`config.mk`:
```
export PLATFORM = sky130hd
export DESIGN_NAME = gfm_mux
export DESIGN_NICKNAME = d
export VERILOG_FILES = /design/src/include/gfm_pkg.sv /design/src/rtl/gfm_mux.sv /design/src/rtl/gfm_pin_decode.sv /design/src/rtl/gfm_sync.sv
export VERILOG_INCLUDE_DIRS = /design/src /design/src/include
export SDC_FILE = /design/constraint.sdc
export NUM_CORES = 1
export LEC_CHECK = 0
export BUFFER_PORTS_ARGS = -buffer_cell sky130_fd_sc_hd__buf_4
export CORE_MARGIN = 2
export CORE_UTILIZATION = 35
export DETAILED_ROUTE_END_ITERATION = 10
export PLACE_DENSITY_LB_ADDON = 0.2
export SLEW_MARGIN = 20
export SYNTH_ARGS = -nofsm -noshare
export SYNTH_HDL_FRONTEND = slang
export SYNTH_SLANG_ARGS = --single-unit
```
`constraint.sdc`:
```
create_clock -name ref_clk -period 2.6 [get_ports ref_clk]
set_input_delay 0.13 -clock ref_clk [delete_from_list [all_inputs] [get_ports ref_clk]]
set_output_delay 0.13 -clock ref_clk [all_outputs]
set_load 0.1 [all_outputs]
```
`src/include/gfm_defs.svh`:
```
`ifndef GFM_DEFS_SVH
`define GFM_DEFS_SVH
`define GFM_ADDR_PIN0 16'h0300
`define GFM_ADDR_PIN1 16'h0301
`define GFM_ADDR_PIN2 16'h0302
`define GFM_ADDR_PIN3 16'h0303
`define GFM_FUNC_LSB 0
`define GFM_FUNC_MSB 3
`define GFM_DIR_BIT 4
`define GFM_RST_FUNC1 4'h6
`define GFM_RST_FUNC2 4'hA
`define GFM_RST_FUNC3 4'h3
`define GFM_RST_DIR1 1'h0
`define GFM_RST_DIR2 1'h1
`define GFM_RST_DIR3 1'h1
`define GFM_GROUP_BASE 4'h9
`define GFM_NUM_GROUPS 7
`define GFM_SYNC_STAGES 2
`endif

```
`src/include/gfm_pkg.sv`:
```
package gfm_pkg;
    typedef logic [3:0] gfm_func_t;
    // status sources feeding the pins, one bit each
    typedef enum logic [3:0] {
        GFM_SRC_IRQ = 4'h0,
        GFM_SRC_REF0_VALID = 4'h1,
        GFM_SRC_REF1_VALID = 4'h2,
        GFM_SRC_DBG_SYS_FB = 4'h3,
        GFM_SRC_DLOOP0_HOLD = 4'h4,
        GFM_SRC_DLOOP1_HOLD = 4'h5,
        GFM_SRC_DLOOP0_LOCK = 4'h6,
        GFM_SRC_DLOOP1_LOCK = 4'h7,
        GFM_SRC_ALOOP0_LOCK = 4'h8,
        GFM_SRC_ALOOP1_LOCK = 4'h9,
        GFM_SRC_ALOOP2_LOCK = 4'hA,
        GFM_SRC_RF_LOCK = 4'hB,
        GFM_SRC_READY = 4'hC,
        GFM_SRC_DLOOP0_SEL = 4'hD,
        GFM_SRC_DLOOP1_SEL = 4'hE
    } gfm_src_t;
    localparam int GFM_NUM_SRC = 15;
    // what one pin does for a given function code
    typedef enum logic [2:0] {
        GFM_ROLE_STATUS = 3'h0,
        GFM_ROLE_DISQ0 = 3'h1,
        GFM_ROLE_DISQ1 = 3'h2,
        GFM_ROLE_GROUP = 3'h3,
        GFM_ROLE_NONE = 3'h4
    } gfm_role_t;
endpackage

```
`src/rtl/gfm_mux.sv`:
```
`timescale 1ns/100ps
`include "gfm_defs.svh"
module gfm_mux #(
    parameter int NUM_PINS = 3,
    parameter int NUM_GROUPS = `GFM_NUM_GROUPS
) (
    input wire logic ref_clk,
    input wire logic rst_b,
    // byte-wide register port, one-cycle write and read strobes
    input wire logic [15:0] reg_addr,
    input wire logic [7:0] reg_wdata,
    input wire logic reg_wr,
    input wire logic reg_rd,
    output logic [7:0] reg_rdata,
    output logic reg_rvalid,
    // high while a nonvolatile configuration load is writing registers
    input wire logic nv_load,
    // status sources
    input wire logic irq,
    input wire logic ref0_valid,
    input wire logic ref1_valid,
    input wire logic dbg_sys_fb_clk,
    input wire logic dloop0_hold,
    input wire logic dloop1_hold,
    input wire logic dloop0_lock,
    input wire logic dloop1_lock,
    input wire logic aloop0_lock,
    input wire logic aloop1_lock,
    input wire logic aloop2_lock,
    input wire logic rf_lock,
    input wire logic device_ready_status_bit,
    input wire logic dloop0_sel,
    input wire logic dloop1_sel,
    // pins 1 to 3, bit 0 is pin 1
    input wire logic [NUM_PINS-1:0] pin_in,
    output logic [NUM_PINS-1:0] pin_out,
    output logic [NUM_PINS-1:0] pin_oe,
    // control results
    output logic ref0_disqualify,
    output logic ref1_disqualify,
    output logic [NUM_GROUPS-1:0] group_enable
);
    initial begin
        if (NUM_PINS != 3 || NUM_GROUPS != `GFM_NUM_GROUPS) begin
            $error("gfm_mux serves exactly three pins and seven groups");
        end
    end

    logic [3:0] func [NUM_PINS];
    logic [3:0] next_func [NUM_PINS];
    logic [NUM_PINS-1:0] dir;
    logic [NUM_PINS-1:0] next_dir;
    logic [NUM_PINS-1:0] pin_sync;
    logic [gfm_pkg::GFM_NUM_SRC-1:0] src_vec;
    gfm_pkg::gfm_role_t role [NUM_PINS];
    gfm_pkg::gfm_src_t src [NUM_PINS];
    logic [2:0] grp [NUM_PINS];
    logic [NUM_PINS-1:0] next_pin_out;
    logic [NUM_PINS-1:0] next_pin_oe;
    logic next_disq0;
    logic next_disq1;
    logic [NUM_GROUPS-1:0] next_group_en;
    logic [7:0] next_rdata;
    logic next_rvalid;

    function automatic logic [1:0] pin_of_addr(input logic [15:0] a);
        pin_of_addr = 2'(a - `GFM_ADDR_PIN1);
    endfunction

    function automatic logic addr_hits(input logic [15:0] a);
        addr_hits = (a >= `GFM_ADDR_PIN1) && (a <= `GFM_ADDR_PIN3);
    endfunction

    assign src_vec = {dloop1_sel, dloop0_sel, device_ready_status_bit, rf_lock,
                      aloop2_lock, aloop1_lock, aloop0_lock, dloop1_lock,
                      dloop0_lock, dloop1_hold, dloop0_hold, dbg_sys_fb_clk,
                      ref1_valid, ref0_valid, irq};

    // control levels come from outside, so they are synchronised first
    gfm_sync #(.WIDTH(NUM_PINS)) u_sync (
        .ref_clk(ref_clk),
        .rst_b(rst_b),
        .async_in(pin_in),
        .sync_out(pin_sync)
    );

    genvar gi;
    generate
        for (gi = 0; gi < NUM_PINS; gi++) begin : g_dec
            gfm_pin_decode #(.PIN(gi + 1)) u_dec (
                .func(func[gi]),
                .role(role[gi]),
                .src(src[gi]),
                .group(grp[gi])
            );
        end
    endgenerate

    // register writes; a configuration load never touches these fields
    always_comb begin
        for (int i = 0; i < NUM_PINS; i++) begin
            next_func[i] = func[i];
        end
        next_dir = dir;
        next_rdata = reg_rdata;
        next_rvalid = 1'b0;
        if (reg_wr && !nv_load && addr_hits(reg_addr)) begin
            next_func[pin_of_addr(reg_addr)] = reg_wdata[`GFM_FUNC_MSB:`GFM_FUNC_LSB];
            // pin 3 has no direction bit in its register
            if (pin_of_addr(reg_addr) != 2'h2) begin
                next_dir[pin_of_addr(reg_addr)] = reg_wdata[`GFM_DIR_BIT];
            end
        end
        if (reg_rd) begin
            next_rvalid = 1'b1;
            next_rdata = 8'h00;
            if (addr_hits(reg_addr)) begin
                next_rdata[`GFM_FUNC_MSB:`GFM_FUNC_LSB] = func[pin_of_addr(reg_addr)];
                if (pin_of_addr(reg_addr) != 2'h2) begin
                    next_rdata[`GFM_DIR_BIT] = dir[pin_of_addr(reg_addr)];
                end
            end
        end
    end

    always_ff @(posedge ref_clk or negedge rst_b) begin
        if (!rst_b) begin
            func[0] <= `GFM_RST_FUNC1;
            func[1] <= `GFM_RST_FUNC2;
            func[2] <= `GFM_RST_FUNC3;
            dir <= {`GFM_RST_DIR3, `GFM_RST_DIR2, `GFM_RST_DIR1};
            reg_rdata <= 8'h00;
            reg_rvalid <= 1'b0;
        end else begin
            for (int i = 0; i < NUM_PINS; i++) begin
                func[i] <= next_func[i];
            end
            dir <= next_dir;
            reg_rdata <= next_rdata;
            reg_rvalid <= next_rvalid;
        end
    end

    // pin routing, registered so each pin changes cleanly one cycle after its write
    always_comb begin
        next_pin_out = '0;
        next_pin_oe = '0;
        next_disq0 = 1'b0;
        next_disq1 = 1'b0;
        next_group_en = '1;
        for (int i = 0; i < NUM_PINS; i++) begin
            if (role[i] == gfm_pkg::GFM_ROLE_STATUS) begin
                next_pin_out[i] = src_vec[src[i]];
                next_pin_oe[i] = dir[i];
            end else if (role[i] == gfm_pkg::GFM_ROLE_DISQ0) begin
                next_disq0 = next_disq0 | pin_sync[i];
            end else if (role[i] == gfm_pkg::GFM_ROLE_DISQ1) begin
                next_disq1 = next_disq1 | pin_sync[i];
            end else if (role[i] == gfm_pkg::GFM_ROLE_GROUP) begin
                // a low pin holds its group off; unclaimed groups stay enabled
                next_group_en[grp[i]] = next_group_en[grp[i]] & pin_sync[i];
            end
        end
    end

    always_ff @(posedge ref_clk or negedge rst_b) begin
        if (!rst_b) begin
            pin_out <= '0;
            pin_oe <= '0;
            ref0_disqualify <= 1'b0;
            ref1_disqualify <= 1'b0;
            group_enable <= '1;
        end else begin
            pin_out <= next_pin_out;
            pin_oe <= next_pin_oe;
            ref0_disqualify <= next_disq0;
            ref1_disqualify <= next_disq1;
            group_enable <= next_group_en;
        end
    end

    a_write_applies: assert property (@(posedge ref_clk) disable iff (!rst_b)
        reg_wr && !nv_load && reg_addr == `GFM_ADDR_PIN2 ##1 1'b1 |->
        func[1] == $past(reg_wdata[3:0]))
        else $error("pin 2 field did not take the written code");

    a_load_keeps: assert property (@(posedge ref_clk) disable iff (!rst_b)
        nv_load |=> func[0] == $past(func[0]) && func[2] == $past(func[2]))
        else $error("configuration load changed a function field");

    a_ready_route: assert property (@(posedge ref_clk) disable iff (!rst_b)
        func[2] == 4'h3 |=> pin_out[2] == $past(device_ready_status_bit))
        else $error("pin 3 does not show device ready");

    // only pin 1 decodes a disqualify role, so no other pin can feed this output
    a_disq_input: assert property (@(posedge ref_clk) disable iff (!rst_b)
        func[0] == 4'h7 |->
        ##3 (ref0_disqualify == $past(pin_in[0], 3) || $past(func[0]) != 4'h7))
        else $error("pin 1 disqualify does not follow the pin");

    a_group_gate: assert property (@(posedge ref_clk) disable iff (!rst_b)
        func[1] == 4'h9 && func[0] != 4'h9 && func[2] != 4'h9
        |=> group_enable[0] == $past(pin_sync[1]))
        else $error("group 0 enable does not follow pin 2");

    a_read_field: assert property (@(posedge ref_clk) disable iff (!rst_b)
        reg_rd && reg_addr == `GFM_ADDR_PIN1 |=>
        reg_rvalid && reg_rdata[3:0] == $past(func[0]))
        else $error("pin 1 field read back wrong");

    a_others_kept: assert property (@(posedge ref_clk) disable iff (!rst_b)
        reg_wr && reg_addr == `GFM_ADDR_PIN2 |=>
        $stable(func[0]) && $stable(func[2]))
        else $error("pin 2 write disturbed another field");

    a_status_drive: assert property (@(posedge ref_clk) disable iff (!rst_b)
        role[0] == gfm_pkg::GFM_ROLE_STATUS && dir[0] |=> pin_oe[0])
        else $error("pin 1 status output not driven");

    a_holdover_route: assert property (@(posedge ref_clk) disable iff (!rst_b)
        func[1] == 4'h2 |=> pin_out[1] == $past(dloop0_hold))
        else $error("pin 2 does not show holdover");

    a_rf_route: assert property (@(posedge ref_clk) disable iff (!rst_b)
        func[0] == 4'h5 |=> pin_out[0] == $past(rf_lock))
        else $error("pin 1 does not show rf lock");

    a_sel_route: assert property (@(posedge ref_clk) disable iff (!rst_b)
        func[2] == 4'h8 |=> pin_out[2] == $past(dloop1_sel))
        else $error("pin 3 does not show input selection");

    a_control_undriven: assert property (@(posedge ref_clk) disable iff (!rst_b)
        func[1] >= 4'h9 |=> !pin_oe[1])
        else $error("pin 2 driven while used as input");

    c_write_pin1: cover property (@(posedge ref_clk) disable iff (!rst_b)
        reg_wr && reg_addr == `GFM_ADDR_PIN1);
    c_disq1: cover property (@(posedge ref_clk) disable iff (!rst_b) ref1_disqualify);
    c_disq0: cover property (@(posedge ref_clk) disable iff (!rst_b) ref0_disqualify);
    c_group_off: cover property (@(posedge ref_clk) disable iff (!rst_b)
        !group_enable[1]);
    c_load_write: cover property (@(posedge ref_clk) disable iff (!rst_b)
        nv_load && reg_wr);
endmodule

```
`src/rtl/gfm_pin_decode.sv`:
```
`timescale 1ns/100ps
`include "gfm_defs.svh"
module gfm_pin_decode #(
    parameter int PIN = 1
) (
    input wire logic [3:0] func,
    output gfm_pkg::gfm_role_t role,
    output gfm_pkg::gfm_src_t src,
    output logic [2:0] group
);
    initial begin
        if (PIN < 1 || PIN > 3) begin
            $error("gfm_pin_decode serves pins 1 to 3 only");
        end
    end

    always_comb begin
        role = gfm_pkg::GFM_ROLE_STATUS;
        src = gfm_pkg::GFM_SRC_IRQ;
        group = 3'h0;
        if (func >= `GFM_GROUP_BASE) begin
            role = gfm_pkg::GFM_ROLE_GROUP;
            group = 3'(func - `GFM_GROUP_BASE);
        end else if (PIN == 1) begin
            unique case (func)
                4'h0: src = gfm_pkg::GFM_SRC_IRQ;
                4'h1: src = gfm_pkg::GFM_SRC_REF1_VALID;
                4'h2: src = gfm_pkg::GFM_SRC_DBG_SYS_FB;
                4'h3: src = gfm_pkg::GFM_SRC_DLOOP1_LOCK;
                4'h4: src = gfm_pkg::GFM_SRC_ALOOP1_LOCK;
                4'h5: src = gfm_pkg::GFM_SRC_RF_LOCK;
                4'h6: src = gfm_pkg::GFM_SRC_DLOOP1_SEL;
                4'h7: role = gfm_pkg::GFM_ROLE_DISQ0;
                4'h8: role = gfm_pkg::GFM_ROLE_DISQ1;
                default: role = gfm_pkg::GFM_ROLE_NONE;
            endcase
        end else if (PIN == 2) begin
            unique case (func)
                4'h0: src = gfm_pkg::GFM_SRC_IRQ;
                4'h1: src = gfm_pkg::GFM_SRC_REF0_VALID;
                4'h2: src = gfm_pkg::GFM_SRC_DLOOP0_HOLD;
                4'h3: src = gfm_pkg::GFM_SRC_DLOOP1_HOLD;
                4'h4: src = gfm_pkg::GFM_SRC_DLOOP1_LOCK;
                4'h5: src = gfm_pkg::GFM_SRC_DLOOP1_LOCK;
                4'h6: src = gfm_pkg::GFM_SRC_ALOOP0_LOCK;
                4'h7: src = gfm_pkg::GFM_SRC_RF_LOCK;
                4'h8: src = gfm_pkg::GFM_SRC_DLOOP0_SEL;
                default: role = gfm_pkg::GFM_ROLE_NONE;
            endcase
        end else begin
            unique case (func)
                4'h0: src = gfm_pkg::GFM_SRC_IRQ;
                4'h1: src = gfm_pkg::GFM_SRC_REF0_VALID;
                4'h2: src = gfm_pkg::GFM_SRC_REF1_VALID;
                4'h3: src = gfm_pkg::GFM_SRC_READY;
                4'h4: src = gfm_pkg::GFM_SRC_DLOOP0_LOCK;
                4'h5: src = gfm_pkg::GFM_SRC_DLOOP1_LOCK;
                4'h6: src = gfm_pkg::GFM_SRC_ALOOP0_LOCK;
                4'h7: src = gfm_pkg::GFM_SRC_ALOOP2_LOCK;
                4'h8: src = gfm_pkg::GFM_SRC_DLOOP1_SEL;
                default: role = gfm_pkg::GFM_ROLE_NONE;
            endcase
        end
    end
endmodule

```
`src/rtl/gfm_sync.sv`:
```
`timescale 1ns/100ps
`include "gfm_defs.svh"
module gfm_sync #(
    parameter int WIDTH = 3
) (
    input wire logic ref_clk,
    input wire logic rst_b,
    input wire logic [WIDTH-1:0] async_in,
    output logic [WIDTH-1:0] sync_out
);
    // first stage is read only by the second stage
    logic [WIDTH-1:0] stage1;
    logic [WIDTH-1:0] next_stage1;
    logic [WIDTH-1:0] next_sync_out;

    initial begin
        if (WIDTH < 1) begin
            $error("gfm_sync width must be at least one");
        end
    end

    always_comb begin
        next_stage1 = async_in;
        next_sync_out = stage1;
    end

    always_ff @(posedge ref_clk or negedge rst_b) begin
        if (!rst_b) begin
            stage1 <= '0;
            sync_out <= '0;
        end else begin
            stage1 <= next_stage1;
            sync_out <= next_sync_out;
        end
    end
endmodule

```
==> impl_metrics.tcl <==
set metrics [dict create \
    status "finished, final reports clean" \
    crit_path_top_delay_cell "dfstp_2" \
    critPathTopFamily "simple AND/OR/NAND/NOR gates" \
    endpoint_kind "flip-flop" \
    via_count 2772 \
    synth_seq_cells 42 \
    clockPowerShare 0.403 \
    clk_latency_ps 320 \
    holdPathStages 2 \
    power_w 0.00141 \
    finalCritPeriodShare 0.933 \
    min_to "dir[0]" \
    arrival_ps 2620 \
    cts_tree "built" \
    drt_iter0_drc 83 \
    rrSetupSlack_ps 170 \
    grt_pass1_vias 2740 \
    cap_violations 0 \
    fmaxAchievable_mhz 412 \
    crit_path_start_kind "flip-flop" \
    fin_area_um2 3990 \
    worst_pin_slew_ps 661 \
    netlist_area_um2 3170 \
    drc 0 \
    path_buf_inv 1 \
    hp-start "reg_wdata[4]" \
    postSynthCellCount 339 \
    drive_above_1_share 0.319 \
    net-switching-power_w 0.000380 \
    slew_viol_final 0 \
    finalHoldViolations 0 \
    dr.pass1.iters 4 \
    dpl.hpwl_um 6280 \
    crit_fanout 7 \
    vias_per_cell 5.28 \
    power.density_nw_per_um2 353 \
    cts_buffer_depth 2 \
    die_x_um 99.1 \
    synth_top_cell_by_area "dfrtp_1" \
    p_leak_nw 1.74 \
    final-setup-viol-count 0 \
    multi_input_area_um2 1920 \
    p_comb_frac 0.124 \
    synthFlopType "dfrtp_1" \
    cts_buffers 5 \
    seqCellArea_um2 1070 \
    skew_ps 10.0 \
    path_cells "inv_1, ha_1, or3b_1, nand2_1, nand3_1, mux4_2, mux2i_1, a211oi_1" \
    internal_power_w 0.00103 \
    synth_area_leaders "dfrtp_1 21%, dfstp_2 12%, ha_1 7.5%" \
    synth-edff-count 0 \
    fin_nets 482 \
    htreeDepth 2 \
    rows 34 \
    slew_headroom 0.555 \
    synth.avg_cell_area_um2 9.35 \
    antenna_found_initial 0 \
    root_buffer "clkbuf_8" \
    min_path_type "input port to flip-flop" \
    place_area_um2 3820 \
    portBuffers 64 \
    antennaDiodeCount 0 \
    start_util 0.362 \
    finalSetupTns_ps 0 \
    synth_cell_types 64 \
    grt_max_degree 43 \
    grt_overflow 0 \
    die_y_um 99.1 \
    irDropWorstVdd_uv 166 \
    yosysTopAreaCellShare 0.213 \
    gp_congestion 0.826 \
    area_delta_synth_final_pct 26.1 \
    r2r_end "pin_out[2]" \
    fill_cells 848 \
    die_area_um2 9830 \
    clkTransAtPathRegs_ps 100 \
    power_frac_seq 0.473 \
    p_sw_frac 0.270 \
    worstSetupPathType "flip-flop to flip-flop" \
    grt_pass1_wl_um 13300 \
    yosys_warnings 0 \
    io_pins 71 \
    grt.total_usage 0.168 \
    synthArstFlopShare 1.00 \
    ff2ff_path_depth 8 \
    crit_required_ps 2800 \
    drtAntennaViolNets 0 \
    wl_per_cell_um 15.3 \
    cts_sinks 42 \
    core_area_um2 8760 \
    rsz0062_at_grt "false" \
    ys_seq_area_frac 0.338 \
    cts_setup_buffers 0 \
    r2r-start "func[1]" \
    routed_wirelength_um 8030 \
    post-route-min-period_ps 2430 \
    crit_path_max_incr_delay_ps 550 \
]
-- stage by stage --
step	instances	setup slack [ps]	hold slack, ps	utilization
after detailed placement	512	169	161	0.436
final	525	173	57.4	0.456
after global placement	512	225	150	0.436
after CTS	525	149	55.8	0.455
after floorplan	341	256	-166	-
after global routing	525	32.9	48.7	0.456
-- flip-flops by register name, indices dropped and copies added (netlist names) --
| register | count |
|---|---|
| dir | 3 |
| pin_oe | 3 |
| func | 12 |
| ref0_disqualify | 1 |
| group_enable | 7 |
| u_sync.sync_out | 3 |
| pin_out | 3 |
| ref1_disqualify | 1 |
| u_sync.next_sync_out | 3 |
| reg_rvalid | 1 |
| reg_rdata | 5 |
-- routing by layer --
layer,vias to the layer above,global-route usage,wire (um)
li1,1397,-,-
met1,1292,0.223,3770
met2,71,0.278,3850
met3,12,0.0267,288
met4,0,0.0569,122
met5,-,0,0
-- power by group through the flow --
| stage | Clock, W | Combinational [W] | Sequential, W |
|---|---|---|---|
| floorplan | 0 | 0.0000628 | 0.000701 |
| detailed placement | 0 | 0.000169 | 0.000678 |
| CTS | 0.000583 | 0.000176 | 0.000666 |
| finish | 0.000567 | 0.000174 | 0.000666 |
| global placement | 0 | 0.000168 | 0.000678 |
| global route | 0.000611 | 0.000189 | 0.000668 |
-- final cells by class --
class / count / area share
Timing Repair Buffer: 87 / 0.167
Clock buffer: 5 / 0.0172
Clock inverter: 3 / 0.0122
Tap cell: 108 / 0.0338
Inverter: 23 / 0.0216
Multi-Input combinational cell: 257 / 0.481
Sequential cell: 42 / 0.268
-- worst max path at each step --
stage / cells past startpoint / startpoint / slack, ps / end
4_1_cts: 8 / func[5] / 150 / group_enable[0]
5_1_grt: 8 / func[5] / 30 / pin_out[1]
2_1_floorplan: 9 / func[8] / 260 / group_enable[0]
3_5_place_dp: 8 / func[5] / 170 / group_enable[0]
6_report: 8 / func[1] / 170 / pin_out[2]
3_3_place_gp: 8 / func[5] / 230 / group_enable[0]
-- timing repair --
action,CTS,global route
resized for setup,0,1
setup endpoints to repair,0,2
hold buffers,5,0
endpoints found under the hold margin,31,0
-- cell usage in the layout, fill, tap and decap left out, types with 7 or more instances in the layout --
cell type	n
buf_4	82
dfrtp_1	27
inv_1	23
ha_1	19
o21ai_0	18
nor2_1	16
nand3_1	15
mux2_2	15
mux2i_1	15
dfstp_2	15
a21oi_1	14
nand2_1	13
nor3_1	11
a211oi_1	10
nor2b_1	9
nand2b_1	7
nor3b_1	7
-- synthesized netlist by cell type, drive strengths merged (5+ instances only) --
library cell / n
dfrtp: 27
inv: 23
ha: 19
o21ai: 19
a21oi: 16
nor2: 16
dfstp: 15
mux2: 15
mux2i: 15
nand3: 15
nand2: 13
a211oi: 12
nor3: 11
buf: 10
clkbuf: 9
nor2b: 9
nand2b: 7
nor3b: 7
a31oi: 6
and2: 5
o211ai: 5
-- logic make-up after synthesis --
family | synth area share
mux | 0.122
fa+ha+maj | 0.0750
simple gates | 0.205
buf+inv | 0.0608
xor+xnor | 0.0111
other cells | 0.00118
flops | 0.338
compound gates | 0.188
No activity file was read; power rests on OpenSTA's default activity.
